$ cat config.mk
export PLATFORM = sky130hd
export DESIGN_NAME = ptm_timer
export DESIGN_NICKNAME = d
export VERILOG_FILES = /design/src/design/ptm_pkg.sv /design/src/design/ptm_timer.sv
export SDC_FILE = /design/constraint.sdc
export NUM_CORES = 1
export LEC_CHECK = 0
export ABC_CLOCK_PERIOD_IN_PS = 4210
export BUFFER_PORTS_ARGS = -buffer_cell sky130_fd_sc_hd__buf_2
export CAP_MARGIN = 10
export CORE_MARGIN = 8
export CORE_UTILIZATION = 45
export DETAILED_ROUTE_END_ITERATION = 10
export PLACE_DENSITY_LB_ADDON = 0.25
export SETUP_SLACK_MARGIN = 0.02
export SKIP_LAST_GASP = 1
export SYNTH_ARGS = -nofsm -noshare
export SYNTH_HDL_FRONTEND = slang
export SYNTH_SLANG_ARGS = --single-unit
$ cat constraint.sdc
create_clock -name REF_CLK_I -period 4.21 [get_ports REF_CLK_I]
set_input_delay 0 -clock REF_CLK_I [delete_from_list [all_inputs] [get_ports REF_CLK_I]]
set_output_delay 0 -clock REF_CLK_I [all_outputs]
set_load 0.1 [all_outputs]
$ cat src/design/ptm_pkg.sv
package ptm_pkg;
  // Register indices (byte-wide registers on a plain port)
  localparam logic [2:0] REG_CTRL0  = 3'h0;
  localparam logic [2:0] REG_CTRL1  = 3'h1;
  localparam logic [2:0] REG_CNT_LO = 3'h2;
  localparam logic [2:0] REG_CNT_HI = 3'h3;
  localparam logic [2:0] REG_CMPA_LO = 3'h4;
  localparam logic [2:0] REG_CMPA_HI = 3'h5;
  localparam logic [2:0] REG_CMPP_LO = 3'h6;
  localparam logic [2:0] REG_CMPP_HI = 3'h7;
  localparam logic [2:0] REG_FLAGS  = 3'h0;
  localparam logic [3:0] REG_FLAGS_ADDR = 4'h8;

  // Control 0 fields
  localparam int CTRL0_PAUSE = 7;
  localparam int CTRL0_CKS_HI = 6;
  localparam int CTRL0_CKS_LO = 4;
  localparam int CTRL0_ON = 3;
  localparam logic [7:0] CTRL0_MASK = 8'hf8;
  // Control 1 fields
  localparam int CTRL1_MODE_HI = 7;
  localparam int CTRL1_MODE_LO = 6;
  localparam int CTRL1_IO_HI = 5;
  localparam int CTRL1_IO_LO = 4;
  localparam int CTRL1_OC = 3;
  localparam int CTRL1_POL = 2;
  localparam int CTRL1_CAPTS = 1;
  localparam int CTRL1_CCLR = 0;
  localparam logic [7:0] CTRL_RESET = 8'h00;

  // Modes
  localparam logic [1:0] MODE_CMP = 2'h0;
  localparam logic [1:0] MODE_CAP = 2'h1;
  localparam logic [1:0] MODE_PWM = 2'h2;
  localparam logic [1:0] MODE_TMR = 2'h3;
  // Output function codes
  localparam logic [1:0] IO_00 = 2'h0;
  localparam logic [1:0] IO_01 = 2'h1;
  localparam logic [1:0] IO_10 = 2'h2;
  localparam logic [1:0] IO_11 = 2'h3;
  // Clock sources
  localparam logic [2:0] CKS_SYS4 = 3'h0;
  localparam logic [2:0] CKS_SYS  = 3'h1;
  localparam logic [2:0] CKS_H16  = 3'h2;
  localparam logic [2:0] CKS_H64  = 3'h3;
  localparam logic [2:0] CKS_TB0  = 3'h4;
  localparam logic [2:0] CKS_TB1  = 3'h5;
  localparam logic [2:0] CKS_XR   = 3'h6;
  localparam logic [2:0] CKS_XF   = 3'h7;
  localparam int DIV_SYS = 4;
  localparam int DIV_H16 = 16;
  localparam int DIV_H64 = 64;
endpackage

$ cat src/design/ptm_timer.sv
// Contract
// - 10-bit up-counter on selected clock
// - Comparators A and P watch counter
// - Counter not writable; cleared by timer_on rise or auto clear
// - Auto clear on overflow or match
// - Pause holds count, resume continues
// - Three-bit select picks counter clock
// - timer_on runs; off keeps residue
// - timer_on rise restores initial level in compare mode, inactive level in PWM mode
// - Two-bit select picks operating mode
// - Compare mode: A match acts on pin
// - PWM mode: force, PWM or pulse
// - Capture mode: select trigger edge
// - Same level as initial: no change
// - Initial level or active level bit
// - Invert bit inverts output pin outside timer mode
// - Capture trigger from pin or clock
// - Clear on A, else P or overflow
// - Clear select ignored outside compare and timer modes
// - Control 0 low bits read zero
// - Counter and compares via register pairs
// - Zero compare A: overflow, no flag
// - Compare mode: P match flags only, pin unchanged
module ptm_timer
  import ptm_pkg::*;
#(
  parameter int CNT_W = 10
) (
  // Clock, reset, enable
  input  wire logic             REF_CLK_I,
  input  wire logic             SYS_RST_I,
  input  wire logic             CLK_EN_I,
  // Register port
  input  wire logic [3:0]       REG_ADDR_I,
  input  wire logic [7:0]       REG_WDATA_I,
  input  wire logic             REG_WR_I,
  input  wire logic             REG_RD_I,
  output logic      [7:0]       REG_RDATA_O,
  // Clock sources
  input  wire logic             HS_CLK_TICK_I,
  input  wire logic             TB_CLK_TICK_I,
  // Pins
  input  wire logic             EXT_CLK_I,
  input  wire logic             CAP_PIN_I,
  output logic                  TMR_OUT_O,
  // Events
  output logic                  CMP_A_FLAG_O,
  output logic                  CMP_P_FLAG_O,
  output logic      [CNT_W-1:0] CAPTURE_O
);

  typedef struct packed {
    logic [7:0]       ctrl0;
    logic [7:0]       ctrl1;
    logic [CNT_W-1:0] cmp_a;
    logic [CNT_W-1:0] cmp_p;
    logic [CNT_W-1:0] cnt;
    logic [CNT_W-1:0] cap;
    logic [5:0]       pre_sys;
    logic [5:0]       pre_hs;
    logic [1:0]       xclk_s;
    logic             xclk_d;
    logic [1:0]       cap_s;
    logic             cap_d;
    logic             on_d;
    logic             pin;
    logic             pulse_done;
    logic             flag_a;
    logic             flag_p;
    logic [7:0]       rdata;
    logic             out;
  } ptm_state_t;

  ptm_state_t r;
  ptm_state_t next_r;

  // Register read decode, used by the read path
  function automatic logic [7:0] rd_mux(input ptm_state_t s, input logic [3:0] a);
    logic [7:0] v;
    v = 8'h00;
    if (a == REG_FLAGS_ADDR) begin
      v = {6'h00, s.flag_p, s.flag_a};
    end else begin
      case (a[2:0])
        REG_CTRL0:   v = s.ctrl0 & CTRL0_MASK;
        REG_CTRL1:   v = s.ctrl1;
        REG_CNT_LO:  v = s.cnt[7:0];
        REG_CNT_HI:  v = {6'h00, s.cnt[CNT_W-1:8]};
        REG_CMPA_LO: v = s.cmp_a[7:0];
        REG_CMPA_HI: v = {6'h00, s.cmp_a[CNT_W-1:8]};
        REG_CMPP_LO: v = s.cmp_p[7:0];
        REG_CMPP_HI: v = {6'h00, s.cmp_p[CNT_W-1:8]};
        default:     v = 8'h00;
      endcase
      if (a[3]) v = 8'h00;
    end
    return v;
  endfunction

  logic [2:0] cks;
  logic [1:0] mode;
  logic [1:0] iofn;
  logic       oc;
  logic       tick;
  logic       x_rise;
  logic       x_fall;
  logic       c_rise;
  logic       c_fall;
  logic       cap_trig;
  logic       match_a;
  logic       match_p;
  logic       ovf;
  logic       clr;
  logic       on_rise;
  logic       running;
  logic       active;

  always_comb begin
    cks  = r.ctrl0[CTRL0_CKS_HI:CTRL0_CKS_LO];
    mode = r.ctrl1[CTRL1_MODE_HI:CTRL1_MODE_LO];
    iofn = r.ctrl1[CTRL1_IO_HI:CTRL1_IO_LO];
    oc   = r.ctrl1[CTRL1_OC];
  end

  // Edge detect on second synchroniser stage only
  always_comb begin
    x_rise = r.xclk_s[1] & ~r.xclk_d;
    x_fall = ~r.xclk_s[1] & r.xclk_d;
    c_rise = r.cap_s[1] & ~r.cap_d;
    c_fall = ~r.cap_s[1] & r.cap_d;
  end

  // Counter clock selection
  // Prescalers run free, so the first divided tick lands anywhere in its period
  always_comb begin
    case (cks)
      CKS_SYS4: tick = (r.pre_sys[1:0] == 2'(DIV_SYS - 1));
      CKS_SYS:  tick = 1'b1;
      CKS_H16:  tick = HS_CLK_TICK_I && (r.pre_hs[3:0] == 4'(DIV_H16 - 1));
      CKS_H64:  tick = HS_CLK_TICK_I && (r.pre_hs == 6'(DIV_H64 - 1));
      CKS_TB0:  tick = TB_CLK_TICK_I;
      CKS_TB1:  tick = TB_CLK_TICK_I;
      CKS_XR:   tick = x_rise;
      CKS_XF:   tick = x_fall;
      default:  tick = 1'b0;
    endcase
  end

  // Comparators and clear conditions
  always_comb begin
    on_rise = r.ctrl0[CTRL0_ON] & ~r.on_d;
    running = r.ctrl0[CTRL0_ON] & ~r.ctrl0[CTRL0_PAUSE] & ~on_rise;
    active  = running & tick;
    ovf     = (r.cnt == {CNT_W{1'b1}});
    // A zero compare A never matches; overflow covers that case
    match_a = active && (r.cmp_a != '0) && (r.cnt == r.cmp_a - 1'b1) ;
    match_p = active && (r.cmp_p != '0) && (r.cnt == r.cmp_p - 1'b1);
    if (mode == MODE_CMP || mode == MODE_TMR) begin
      if (r.ctrl1[CTRL1_CCLR]) clr = match_a | (active & ovf);
      else clr = match_p | (active & ovf);
    end else begin
      clr = match_p | (active & ovf);
    end
  end

  // Capture trigger selection
  always_comb begin
    logic rs;
    logic fs;
    rs = r.ctrl1[CTRL1_CAPTS] ? x_rise : c_rise;
    fs = r.ctrl1[CTRL1_CAPTS] ? x_fall : c_fall;
    case (iofn)
      IO_00:   cap_trig = rs;
      IO_01:   cap_trig = fs;
      IO_10:   cap_trig = rs | fs;
      default: cap_trig = 1'b0;
    endcase
    // A stopped timer ignores the pins, so stale edges never capture
    if (mode != MODE_CAP || !r.ctrl0[CTRL0_ON]) cap_trig = 1'b0;
  end

  // Next state
  always_comb begin
    logic pa;
    logic duty;
    duty = 1'b0;
    next_r = r;
    next_r.xclk_s = {r.xclk_s[0], EXT_CLK_I};
    next_r.xclk_d = r.xclk_s[1];
    next_r.cap_s  = {r.cap_s[0], CAP_PIN_I};
    next_r.cap_d  = r.cap_s[1];
    next_r.on_d   = r.ctrl0[CTRL0_ON];
    next_r.pre_sys = r.pre_sys + 6'h01;
    if (HS_CLK_TICK_I) next_r.pre_hs = r.pre_hs + 6'h01;
    next_r.flag_a = 1'b0;
    next_r.flag_p = 1'b0;
    pa = 1'b0;
    // Counter: no software write path; on-rise or the auto clear zeroes it
    if (on_rise) begin
      next_r.cnt = '0;
      next_r.pulse_done = 1'b0;
    end else if (active) begin
      next_r.cnt = clr ? '0 : r.cnt + 1'b1;
    end
    // Match flags: P suppressed when A clears the counter
    if (match_a) begin
      next_r.flag_a = 1'b1;
    end
    if (match_p && !((mode == MODE_CMP || mode == MODE_TMR) && r.ctrl1[CTRL1_CCLR])) begin
      next_r.flag_p = 1'b1;
    end
    // Capture sees the count before this cycle's step
    if (cap_trig) next_r.cap = r.cnt;
    // Output pin logic
    if (on_rise && mode != MODE_TMR && mode != MODE_CAP) begin
      next_r.pin = (mode == MODE_CMP) ? oc : 1'b0;
    end else if (mode == MODE_CMP && match_a) begin
      case (iofn)
        IO_01:   pa = 1'b0;
        IO_10:   pa = 1'b1;
        IO_11:   pa = ~r.pin;
        default: pa = r.pin;
      endcase
      next_r.pin = pa;
    end else if (mode == MODE_PWM) begin
      // Active while counter below compare A; pulse ends at first P match
      duty = (r.cnt < r.cmp_a);
      if (iofn == IO_11 && match_p) next_r.pulse_done = 1'b1;
      case (iofn)
        IO_00:   next_r.pin = 1'b0;
        IO_01:   next_r.pin = 1'b1;
        IO_10:   next_r.pin = r.ctrl0[CTRL0_ON] & duty;
        default: next_r.pin = r.ctrl0[CTRL0_ON] & ~r.pulse_done & ~match_p;
      endcase
    end
    // Pin level: PWM uses active-level select, then invert
    if (mode == MODE_PWM) begin
      next_r.out = (next_r.pin ~^ oc) ^ r.ctrl1[CTRL1_POL];
    end else if (mode == MODE_TMR) begin
      next_r.out = 1'b0;
    end else begin
      next_r.out = next_r.pin ^ r.ctrl1[CTRL1_POL];
    end
    // Register writes
    if (REG_WR_I && !REG_ADDR_I[3]) begin
      case (REG_ADDR_I[2:0])
        REG_CTRL0:   next_r.ctrl0 = REG_WDATA_I & CTRL0_MASK;
        REG_CTRL1:   next_r.ctrl1 = REG_WDATA_I;
        REG_CMPA_LO: next_r.cmp_a[7:0] = REG_WDATA_I;
        REG_CMPA_HI: next_r.cmp_a[CNT_W-1:8] = REG_WDATA_I[1:0];
        REG_CMPP_LO: next_r.cmp_p[7:0] = REG_WDATA_I;
        REG_CMPP_HI: next_r.cmp_p[CNT_W-1:8] = REG_WDATA_I[1:0];
        default:     next_r.ctrl0 = r.ctrl0;
      endcase
    end
    next_r.rdata = REG_RD_I ? rd_mux(r, REG_ADDR_I) : 8'h00;
  end

  // State register; enable freezes everything
  always_ff @(posedge REF_CLK_I) begin
    if (SYS_RST_I) begin
      r <= '0;
    end else if (CLK_EN_I) begin
      r <= next_r;
    end
  end

  always_comb begin
    REG_RDATA_O  = r.rdata;
    TMR_OUT_O    = r.out;
    CMP_A_FLAG_O = r.flag_a;
    CMP_P_FLAG_O = r.flag_p;
    CAPTURE_O    = r.cap;
  end
endmodule

==> results of run 1 <==
-- placed cells by master (no fill, tap or decap), types with 3 or more instances in the layout --
master         instances
nand3b_1               4
o22ai_1                6
dlygate4sd3_1         12
xor2_1                10
nor3_1                 8
nor2_1                88
o31ai_1                3
nand3_1               18
ha_1                  19
xnor2_1               16
o21bai_1               3
o41ai_1                4
nand2_1               36
nand2b_1               8
inv_1                 27
nand4_1                5
o21ai_0               33
and3_1                 7
nor3b_1                3
dfxtp_1               81
a21oi_1               26
clkbuf_8              11
mux2i_1               52
buf_2                 41
a31oi_1                3
or3_1                  5
nor2b_1               10
o211ai_1               5
a22oi_1               15
-- power by group through the flow --
stage	clock network, mW	logic [mW]	registers [mW]
4_1_cts	0.521	0.114	0.782
5_1_grt	0.552	0.125	0.784
2_1_floorplan	0	0.0723	0.801
6_report	0.503	0.115	0.782
3_3_place_gp	0	0.103	0.800
3_5_place_dp	0	0.105	0.800
-- what timing repair did --
action                    in CTS  in global routing
hold endpoints to repair      38                  0
gates resized for setup        0                  0
hold buffers                  12                  0
-- cells by family after synthesis --
family / after synthesis / synth area share
XOR/XNOR: 26 / 0.04565
multiplexers: 56 / 0.1179
adder cells (fa/ha/maj): 20 / 0.04966
AND/OR/NAND/NOR: 212 / 0.2124
buffers and inverters: 80 / 0.08603
AO/OA/AOI/OAI: 122 / 0.1633
flip-flops: 81 / 0.3251
-- area by class of cell --
type / instances / area [um2] / share of cell area
Clock buffer: 11 / 151.4 / 0.02836
Clock inverter: 3 / 17.52 / 0.003282
Inverter: 27 / 101.3 / 0.01899
Multi-Input combinational cell: 436 / 2938 / 0.5504
Sequential cell: 81 / 1622 / 0.3038
Tap cell: 140 / 175.2 / 0.03282
Timing Repair Buffer: 54 / 332.8 / 0.06235
-- layer usage --
| metal | routed length, um | track usage | vias to the layer above | share of wire |
|---|---|---|---|---|
| met5 | 0 | 0 | - | 0 |
| met4 | 218 | 0.05628 | 0 | 0.016 |
| met3 | 972 | 0.03490 | 22 | 0.073 |
| met2 | 5998 | 0.2838 | 168 | 0.45 |
| met1 | 6191 | 0.2526 | 2094 | 0.46 |
| li1 | - | - | 2109 | - |
-- per-stage QoR --
| step | power, mW | cells | worst slack (ps) | cell area, um2 |
|---|---|---|---|---|
| after floorplan | 0.8728 | 597 | 1471 | 4989 |
| after global placement | 0.9025 | 726 | 1325 | 5049 |
| after detailed placement | 0.9056 | 726 | 1260 | 5049 |
| after CTS | 1.418 | 752 | 1226 | 5338 |
| after global routing | 1.460 | 752 | 862.2 | 5338 |
| final | 1.401 | 752 | 1135 | 5338 |
-- worst min path at each step --
| stage | startpoint | slack [ps] | cells past startpoint | endpoint |
|---|---|---|---|---|
| after floorplan | REG_WDATA_I[0] | 140 | 2 | r[60] |
| after global placement | CAP_PIN_I | 240 | 3 | next_r[16] |
| after detailed placement | CAP_PIN_I | 240 | 3 | next_r[16] |
| after CTS | REG_ADDR_I[3] | 40 | 4 | REG_RDATA_O[0] |
| after global routing | REG_ADDR_I[3] | 70 | 4 | REG_RDATA_O[0] |
| final | REG_ADDR_I[3] | 60 | 4 | REG_RDATA_O[0] |
-- registers in the layout, summed over array words and instances, names as in the netlist --
signal        flops
CAPTURE_O        10
CMP_A_FLAG_O      1
CMP_P_FLAG_O      1
REG_RDATA_O       8
TMR_OUT_O         1
cks               3
iofn              2
mode              2
next_r            5
oc                1
r                47
-- critical path, cell delays in order, from the launching register on --
cell      delay, ps
dfxtp_1         480
inv_1            80
ha_1            320
nor2b_1         180
or3_1           350
a31o_2          250
nor4_1          370
nand4_1         190
a31oi_1         260
a211oi_2        120
mux2i_1         150
nor4_2          230
==> metrics, run 1 <==
synth top area cells=dfxtp_1 (33%), mux2i_1 (10%), nor2_1 (6.6%), ha_1 (4.8%), o21ai_0 (3.3%); # DRC=0; Die Ht=~120 um; Final period util=0.7304; CTS tree=yes; Setup crit end=TMR_OUT_O; Yosys cell types=70; Slew HR=0.4651; synth cell count leaders=nor2_1 (88), dfxtp_1 (81), mux2i_1 (52); worst r2r path cells=11; RR Endpoint=TMR_OUT_O; unrepaired setup endpoints after global routing=false; final setup vio count=0; first-pass GRT wire length=about 22000 um; fin util=0.4924; number of diodes=0; syn_area_per_cell=~8.4 um2; Async SR Flop Fraction=0; initial antenna violation count=0; skew final=roughly 5.5 ps; count leader, synth=nor2_1; LEAKAGE=~2.2 nW; post-synthesis sequential area ratio=0.3251; pin count of the biggest net entering global routing=between 70 and 80; die area=14710 um2; Seq cells post-synth=81; Switching Share=0.2479; cell taking the most area after synthesis=dfxtp_1; Sum Neg Setup Slack=0 ps; Max Freq=between 0.3 and 0.4 GHz; number of global-route vias before repair=4154; row cnt=38; area grow syn2layout=6.998%; outcome=completed; fin crit period=roughly 3000 ps; Yosys top cell area share=0.3251; via count=4393; Req. time, crit path=about 4500 ps; Initial DRT Pass Iterations=6; Hold Vio Cnt, Final=0; Worst R2R Start=r[52]; CTS buffer count=9; Seq pwr share=0.558; CTS H-Tree Depth=3; Setup Buffers After CTS=0; clock slew seen by the registers of the worst setup and hold paths=80 ps; VDD IR max=0.2275 mV; Die Wd=between 100 and 150 um; Total Routing Usage GR=0.1838; FF-to-FF setup slack=roughly 1100 ps; Root Buffer Master=clkbuf_8; Detail Route Antenna Nets=0; number of flops mapped to enable cells by yosys=0; FILL cells=1049; nets@finish=approximately 650; Synth Warn #=0; Internal Power=around 1.1 mW; initial drt markers=approximately 330; slew of the pin with the lowest slew margin=between 700 and 800 ps; crit end category=flop; clock group share of total power=0.359; PortBufs=between 40 and 50; WS Path Type=reg -> reg; worst hold path class=in -> reg; number of vias per cell=slightly below 6; # IOs=between 40 and 50; Synthesized Nets=637; Initial Util=0.4602; Worst Path Arrival=3350 ps; crit path max fanout=9; Final Max Slew Viols=0; Worst setup startpoint=r[52]; layout cells sized above 1=0.1258; routability cong.=0.9520; clock tree buffer depth=2; mapped cell area=about 5000 um2; crit path launch type=flop; Post-DP HPWL=just under 10000 um; Post-Synthesis Cells=around 600; Sink Count=between 80 and 90; combinational group share of total power=0.082; total routed wirelength=13380 um; grt total ovfl=0; final hold slack=~56 ps; total of max-cap violations=0; WL/cell=17.79 um; CORE AREA=about 11000 um2; worst skew pair latency=360 ps; Main synth FF type=dfxtp_1; P_sw=~350 uW; PwrDens=between 200 and 300 nW/um2
Power figures use the tool's default switching activity.
==> inputs of run 2 (changes only) <==
--- a/config.mk
+++ b/config.mk
@@ -5,7 +5,8 @@
 export SDC_FILE = /design/constraint.sdc
 export NUM_CORES = 1
 export LEC_CHECK = 0
-export ABC_CLOCK_PERIOD_IN_PS = 4210
+export ABC_AREA = 1
+export ABC_CLOCK_PERIOD_IN_PS = 2700
 export BUFFER_PORTS_ARGS = -buffer_cell sky130_fd_sc_hd__buf_2
 export CAP_MARGIN = 10
 export CORE_MARGIN = 8
==> constraint.sdc (replaced) <==
create_clock -name REF_CLK_I -period 2.7 [get_ports REF_CLK_I]
set_input_delay 0 -clock REF_CLK_I [delete_from_list [all_inputs] [get_ports REF_CLK_I]]
set_output_delay 0 -clock REF_CLK_I [all_outputs]
set_load 0.1 [all_outputs]
==> run 2 against run 1 <==
The flow now finishes with violations (hold timing); combinational power grew 140%; critical path type unchanged; sequential power up 57%; highest routed layer unchanged; critical endpoint is now r[48]; critical path depth up 2.
==> metrics, run 2 <==
Routed met1 length=between 7000 and 8000 um; # IOs=42; CTS tree=yes; Seq cells post-synth=slightly above 80; most common cell after layout, fill and taps aside=nand2_1; # DRC=0; Yosys top cell area share=0.3251; Async SR Flop Fraction=0; Max Freq=between 0.4 and 0.5 GHz; skew final=about 16 ps; die area=roughly 15000 um2; LEAKAGE=2.410 nW; slew of the pin with the lowest slew margin=between 500 and 600 ps; mapped cell area=4987 um2; Req. time, crit path=between 2000 and 3000 ps; syn_area_per_cell=about 6.6 um2; Final period util=0.9209; unrepaired setup endpoints after global routing=false; Initial Util=0.4601; Total Routing Usage GR=0.2365; PnR Total Power=between 2 and 2.5 mW; CORE AREA=about 11000 um2; nets@finish=834; fin util=0.5120; clock slew seen by the registers of the worst setup and hold paths=about 90 ps; WS Path Type=reg -> reg; total of max-cap violations=0; Placement Setup Slack=86.18 ps; worst r2r path cells=13; area grow syn2layout=11.29%; largest register by flop count=r; Die Ht=121.3 um; Yosys cell types=44; Worst Path Arrival=roughly 2800 ps; Slew HR=0.6311; met3 wire len=roughly 1100 um; WL/cell=between 15 and 20 um; CP max-delay cell=dfxtp_2; CTS buffer count=9; CTS H-Tree Depth=3; total routed wirelength=about 17000 um; violated checks=hold timing; clock tree buffer depth=2; number of diodes=0; layout cells sized above 1=0.1377; worst skew pair latency=~380 ps; Detail Route Antenna Nets=0; most frequent cells in the layout=nand2_1 (160), dfxtp_1 (80), nor2_1 (79); PwrDens=approximately 430 nW/um2; crit end category=flop; Root Buffer Master=clkbuf_8; peak per-stage delay on the critical path=~440 ps; worst hold path class=in -> reg; number of global-route vias before repair=between 4000 and 5000; final hold slack=-5.602 ps; PortBufs=between 40 and 50; Die Wd=between 100 and 150 um; cell taking the most area after synthesis=dfxtp_1; first-pass GRT wire length=about 27000 um; Sink Count=between 80 and 90; pin count of the biggest net entering global routing=61; Met2 Routed Length=approximately 7800 um; Final Max Slew Viols=0; hold depth=3; number of vias per cell=5.572; Synthesized Nets=around 800; crit path launch type=flop; max reg flops=47; grt total ovfl=0; synth cell count leaders=nand2_1 (160), dfxtp_1 (81), nor2_1 (80); crit path cell chain=inv_2, ha_1, inv_1, nand2_1, nor2_1, nand3_1, nor2_1, nand3_1, nor2_2, nand3_2, o211ai_4, nor3_1, o21a_1; fin crit period=about 2500 ps; final setup vio count=0; via count=between 5000 and 6000; FF-to-FF setup slack=about 210 ps; Synth Warn #=0; number of flops mapped to enable cells by yosys=0; post-route setup slack=approximately 210 ps; post-synthesis sequential area ratio=0.3251; Post-DP HPWL=around 13000 um; initial drt markers=roughly 400; highest metal used=met4; Hold Vio Cnt, Final=2; row cnt=38; Initial DRT Pass Iterations=6; synth top area cells=dfxtp_1 (33%), nand2_1 (12%), a21oi_1 (7.2%), o21ai_0 (6.8%), nor2_1 (6.0%); count leader, synth=nand2_1; routability cong.=a little over 1; Main synth FF type=dfxtp_1; VDD IR max=about 0.39 mV; crit path max fanout=10; Sum Neg Setup Slack=0 ps; initial antenna violation count=0; outcome=finished, violations left; Post-Synthesis Cells=approximately 760
[run 2: changes by cell type after synthesis, sizes merged, moves of 8 or more]
cell | previous run | this run
o221ai | 0 | 8
mux2i | 52 | 0
clkbuf | 26 | 16
o21ai | 34 | 76
a22oi | 15 | 1
xnor2 | 16 | 3
nand3 | 18 | 50
nand2 | 36 | 166
a21oi | 26 | 75
nand2b | 8 | 0
inv | 27 | 93
nor2b | 10 | 0
[run 2: area by class of cell]
type	count	area [um2]
Clock buffer	10	137.6
Clock inverter	6	48.80
Fill cell	1161	5290
Inverter	94	352.8
Multi-Input combinational cell	544	2803
Sequential cell	81	1623
Tap cell	140	175.2
Timing Repair Buffer	64	410.4
[run 2: final timing paths]
check | startpoint | endpoint
worst max register to register | r[42] | r[48]
worst min-delay path | REG_WDATA_I[0] | r[72]
worst min register to register | REG_RDATA_O[3] | REG_RDATA_O[3]
worst max-delay path | r[42] | r[48]
[run 2: stage by stage]
step | cell area (um2) | cells
floorplan | 4987 | 757
global placement | 5230 | 910
detailed placement | 5230 | 910
CTS | 5547 | 939
global route | 5550 | 939
finish | 5550 | 939
[run 2: metal layers]
layer,GRT usage,up-vias
li1,-,2571
met1,0.2922,2425
met2,0.3838,192
met3,0.03955,44
met4,0.1326,0
met5,0,-
[run 2: timing repair]
item,CTS,global route
hold endpoints to repair,14,0
endpoints found under the setup margin,0,10
gates resized for setup,0,2
buffers inserted,0,0
hold buffers,13,0
[run 2: cell families after synthesis]
family                     share of synthesized area
AOI/OAI and AO/OA                             0.2090
xor gates and xnor gates                     0.01229
adders and majority gates                    0.04767
buffers and inverters                         0.1134
DFF                                           0.3251
and+or+nand+nor                               0.2925
[run 2: report_power, final]
part / internal [mW] / switching, mW
registers: 1.22 / 0.0171
logic: 0.0883 / 0.191
clock network: 0.369 / 0.505
[run 2: worst max-delay path, delay by kind of cell, from the launching register on]
| family | cells | cell delay (ps) |
|---|---|---|
| buf+inv | 2 | 180 |
| fa+ha+maj | 1 | 300 |
| flops | 1 | 440 |
| compound gates | 2 | 520 |
| simple gates | 8 | 930 |
==> inputs of run 3 (changes only) <==
--- a/config.mk
+++ b/config.mk
@@ -9,10 +9,12 @@
 export ABC_CLOCK_PERIOD_IN_PS = 2700
 export BUFFER_PORTS_ARGS = -buffer_cell sky130_fd_sc_hd__buf_2
 export CAP_MARGIN = 10
-export CORE_MARGIN = 8
+export CORE_MARGIN = 5
 export CORE_UTILIZATION = 45
 export DETAILED_ROUTE_END_ITERATION = 10
+export MAX_ROUTING_LAYER = met4
 export PLACE_DENSITY_LB_ADDON = 0.25
+export RECOVER_POWER = 25
 export SETUP_SLACK_MARGIN = 0.02
 export SKIP_LAST_GASP = 1
 export SYNTH_ARGS = -nofsm -noshare
==> run 3 against run 2 <==
The flow finishes with violations (capacitance limit, slew limit); register-to-register slack better by 70 ps; power grew 6.0%; clock-buffer cell count up 2; flip-flop and latch count unchanged; combinational power fell by 3%; cell area is 1.1% lower; utilization is 0.54 points lower; critical endpoint is now r[50].
==> metrics, run 3 (synthesis gave the netlist of run 2 again) <==
Setup Buffers After CTS=0; Root Buffer Master=clkbuf_8; Hold Vio Cnt, Final=0; crit path launch type=flop; FF-to-FF setup slack=~280 ps; Worst R2R Start=r[42]; worst r2r path cells=13; initial drt markers=~510; fin util=0.5066; # DRC=0; combinational group share of total power=0.107; VDD IR max=approximately 0.27 mV; die area=around 13000 um2; Initial Util=0.4601; outcome=finished, violations left; Detail Route Antenna Nets=0; grt total ovfl=0; Final Cell Area=5492 um2; PnR Total Power=around 2.5 mW; layout cells sized above 1=0.1150; CORE AREA=10840 um2; pin count of the biggest net entering global routing=~60; Worst Path Arrival=~2600 ps; crit path max fanout=10; worst skew pair latency=roughly 380 ps; Req. time, crit path=2920 ps; most frequent cells in the layout=nand2_1 (160), dfxtp_1 (80), nor2_1 (79); Initial DRT Pass Iterations=5; WS Path Type=reg -> reg; crit end category=flop; final hold slack=around 18 ps; Max Freq=a little over 0.4 GHz; Sum Neg Setup Slack=0 ps; unrepaired setup endpoints after global routing=false; Internal Power=1.848 mW; LEAKAGE=between 2 and 2.5 nW; Seq pwr share=0.487; Die Wd=115.3 um; Die Ht=115.3 um; max reg flops=47; PwrDens=460.4 nW/um2; Worst setup startpoint=r[42]; number of vias per cell=roughly 5.6; P_sw=approximately 700 uW; CTS buffer count=9; fin crit period=~2400 ps; Post-DP HPWL=about 12000 um; Sink Count=between 80 and 90; number of diodes=0; final setup vio count=0; Switching Share=0.2691; total of max-cap violations=1; Final Max Slew Viols=61; via count=between 5000 and 6000; largest register by flop count=r; RR Endpoint=r[50]; Final period util=0.8968; CTS H-Tree Depth=3; Slew HR=-0.09482; clock tree buffer depth=2; number of global-route vias before repair=just under 5000; worst hold path class=in -> reg; row cnt=38; clock group share of total power=0.405; PortBufs=between 40 and 50; routability cong.=roughly 1.1; total routed wirelength=roughly 16000 um; clock slew seen by the registers of the worst setup and hold paths=90 ps; area grow syn2layout=10.11%; nets@finish=826; WL/cell=between 15 and 20 um; Post-DP Area=~5200 um2; # IOs=42; slew of the pin with the lowest slew margin=around 1600 ps; most common cell after layout, fill and taps aside=nand2_1; skew final=about 17 ps; violated checks=capacitance limit, slew limit; initial antenna violation count=0; Setup crit end=r[50]; Total Routing Usage GR=0.2546; first-pass GRT wire length=25150 um; CTS tree=yes
-- run 3: cell count changes in the layout (fill, tap and decap cells not counted) --
cell / change
dlygate4sd3_1: -6
clkinvlp_4: -2
inv_1: +1
bufinv_16: +2
buf_4: -2
clkinv_4: +1
clkbuf_1: +17
clkinv_1: -1
buf_2: -15
inv_6: -3
-- run 3: repair_timing --
| action | in CTS | in global routing |
|---|---|---|
| hold endpoints to repair | 7 | 0 |
| setup endpoints to repair | 0 | 1 |
| hold buffers | 7 | 0 |
| gates resized for setup | 0 | 2 |
-- run 3: final cells by class --
type | instances | area, um2
clock buffer | 12 | 145.1
clock inverter | 4 | 76.32
fill | 1109 | 5349
inverter | 94 | 352.8
multi-input combinational | 544 | 2803
sequential | 81 | 1623
tap | 140 | 175.2
timing repair buffer | 56 | 316.6
-- run 3: power groups by stage --
stage               clock [mW]  sequential (mW)  combinational (mW)
floorplan                    0             1.27               0.168
global placement             0             1.26               0.258
detailed placement           0             1.26               0.260
CTS                       1.03             1.23               0.268
global route              1.09             1.23               0.301
finish                    1.02             1.23               0.271
-- run 3: how the worst min path moves through the flow --
stage	start	to	slack (ps)	cells past startpoint
CTS	REG_RD_I	REG_RDATA_O[0]	3	5
global route	REG_WDATA_I[1]	r[53]	40	3
global placement	CAP_PIN_I	next_r[16]	220	3
detailed placement	CAP_PIN_I	next_r[16]	240	3
floorplan	REG_WDATA_I[5]	cks[1]	130	2
finish	HS_CLK_TICK_I	r[21]	20	4
-- run 3: metrics by stage --
stage,worst slack (ps),std cells
after CTS,197.7,931
final,278.8,931
after floorplan,684.2,757
after global placement,211.9,908
after detailed placement,210.4,908
after global routing,46.31,931
-- run 3: metal layers --
metal	wire (um)	global-route usage	vias up
li1	-	-	2555
met2	7348	0.3993	194
met3	1250	0.04474	51
met5	0	-	-
met4	716	0.1236	0
met1	6895	0.3160	2376
-- run 3: critical path, cell delays in order (launching register included) --
cell      delay, ps
dfxtp_2         430
inv_2           130
ha_1            310
inv_1            50
nand2_1          50
nor2_1          130
nand3_1          90
nor2_1          120
nand3_1          90
nor2_2          180
nand3_2         120
o211ai_4        330
nand3b_1        160
a21oi_1          70
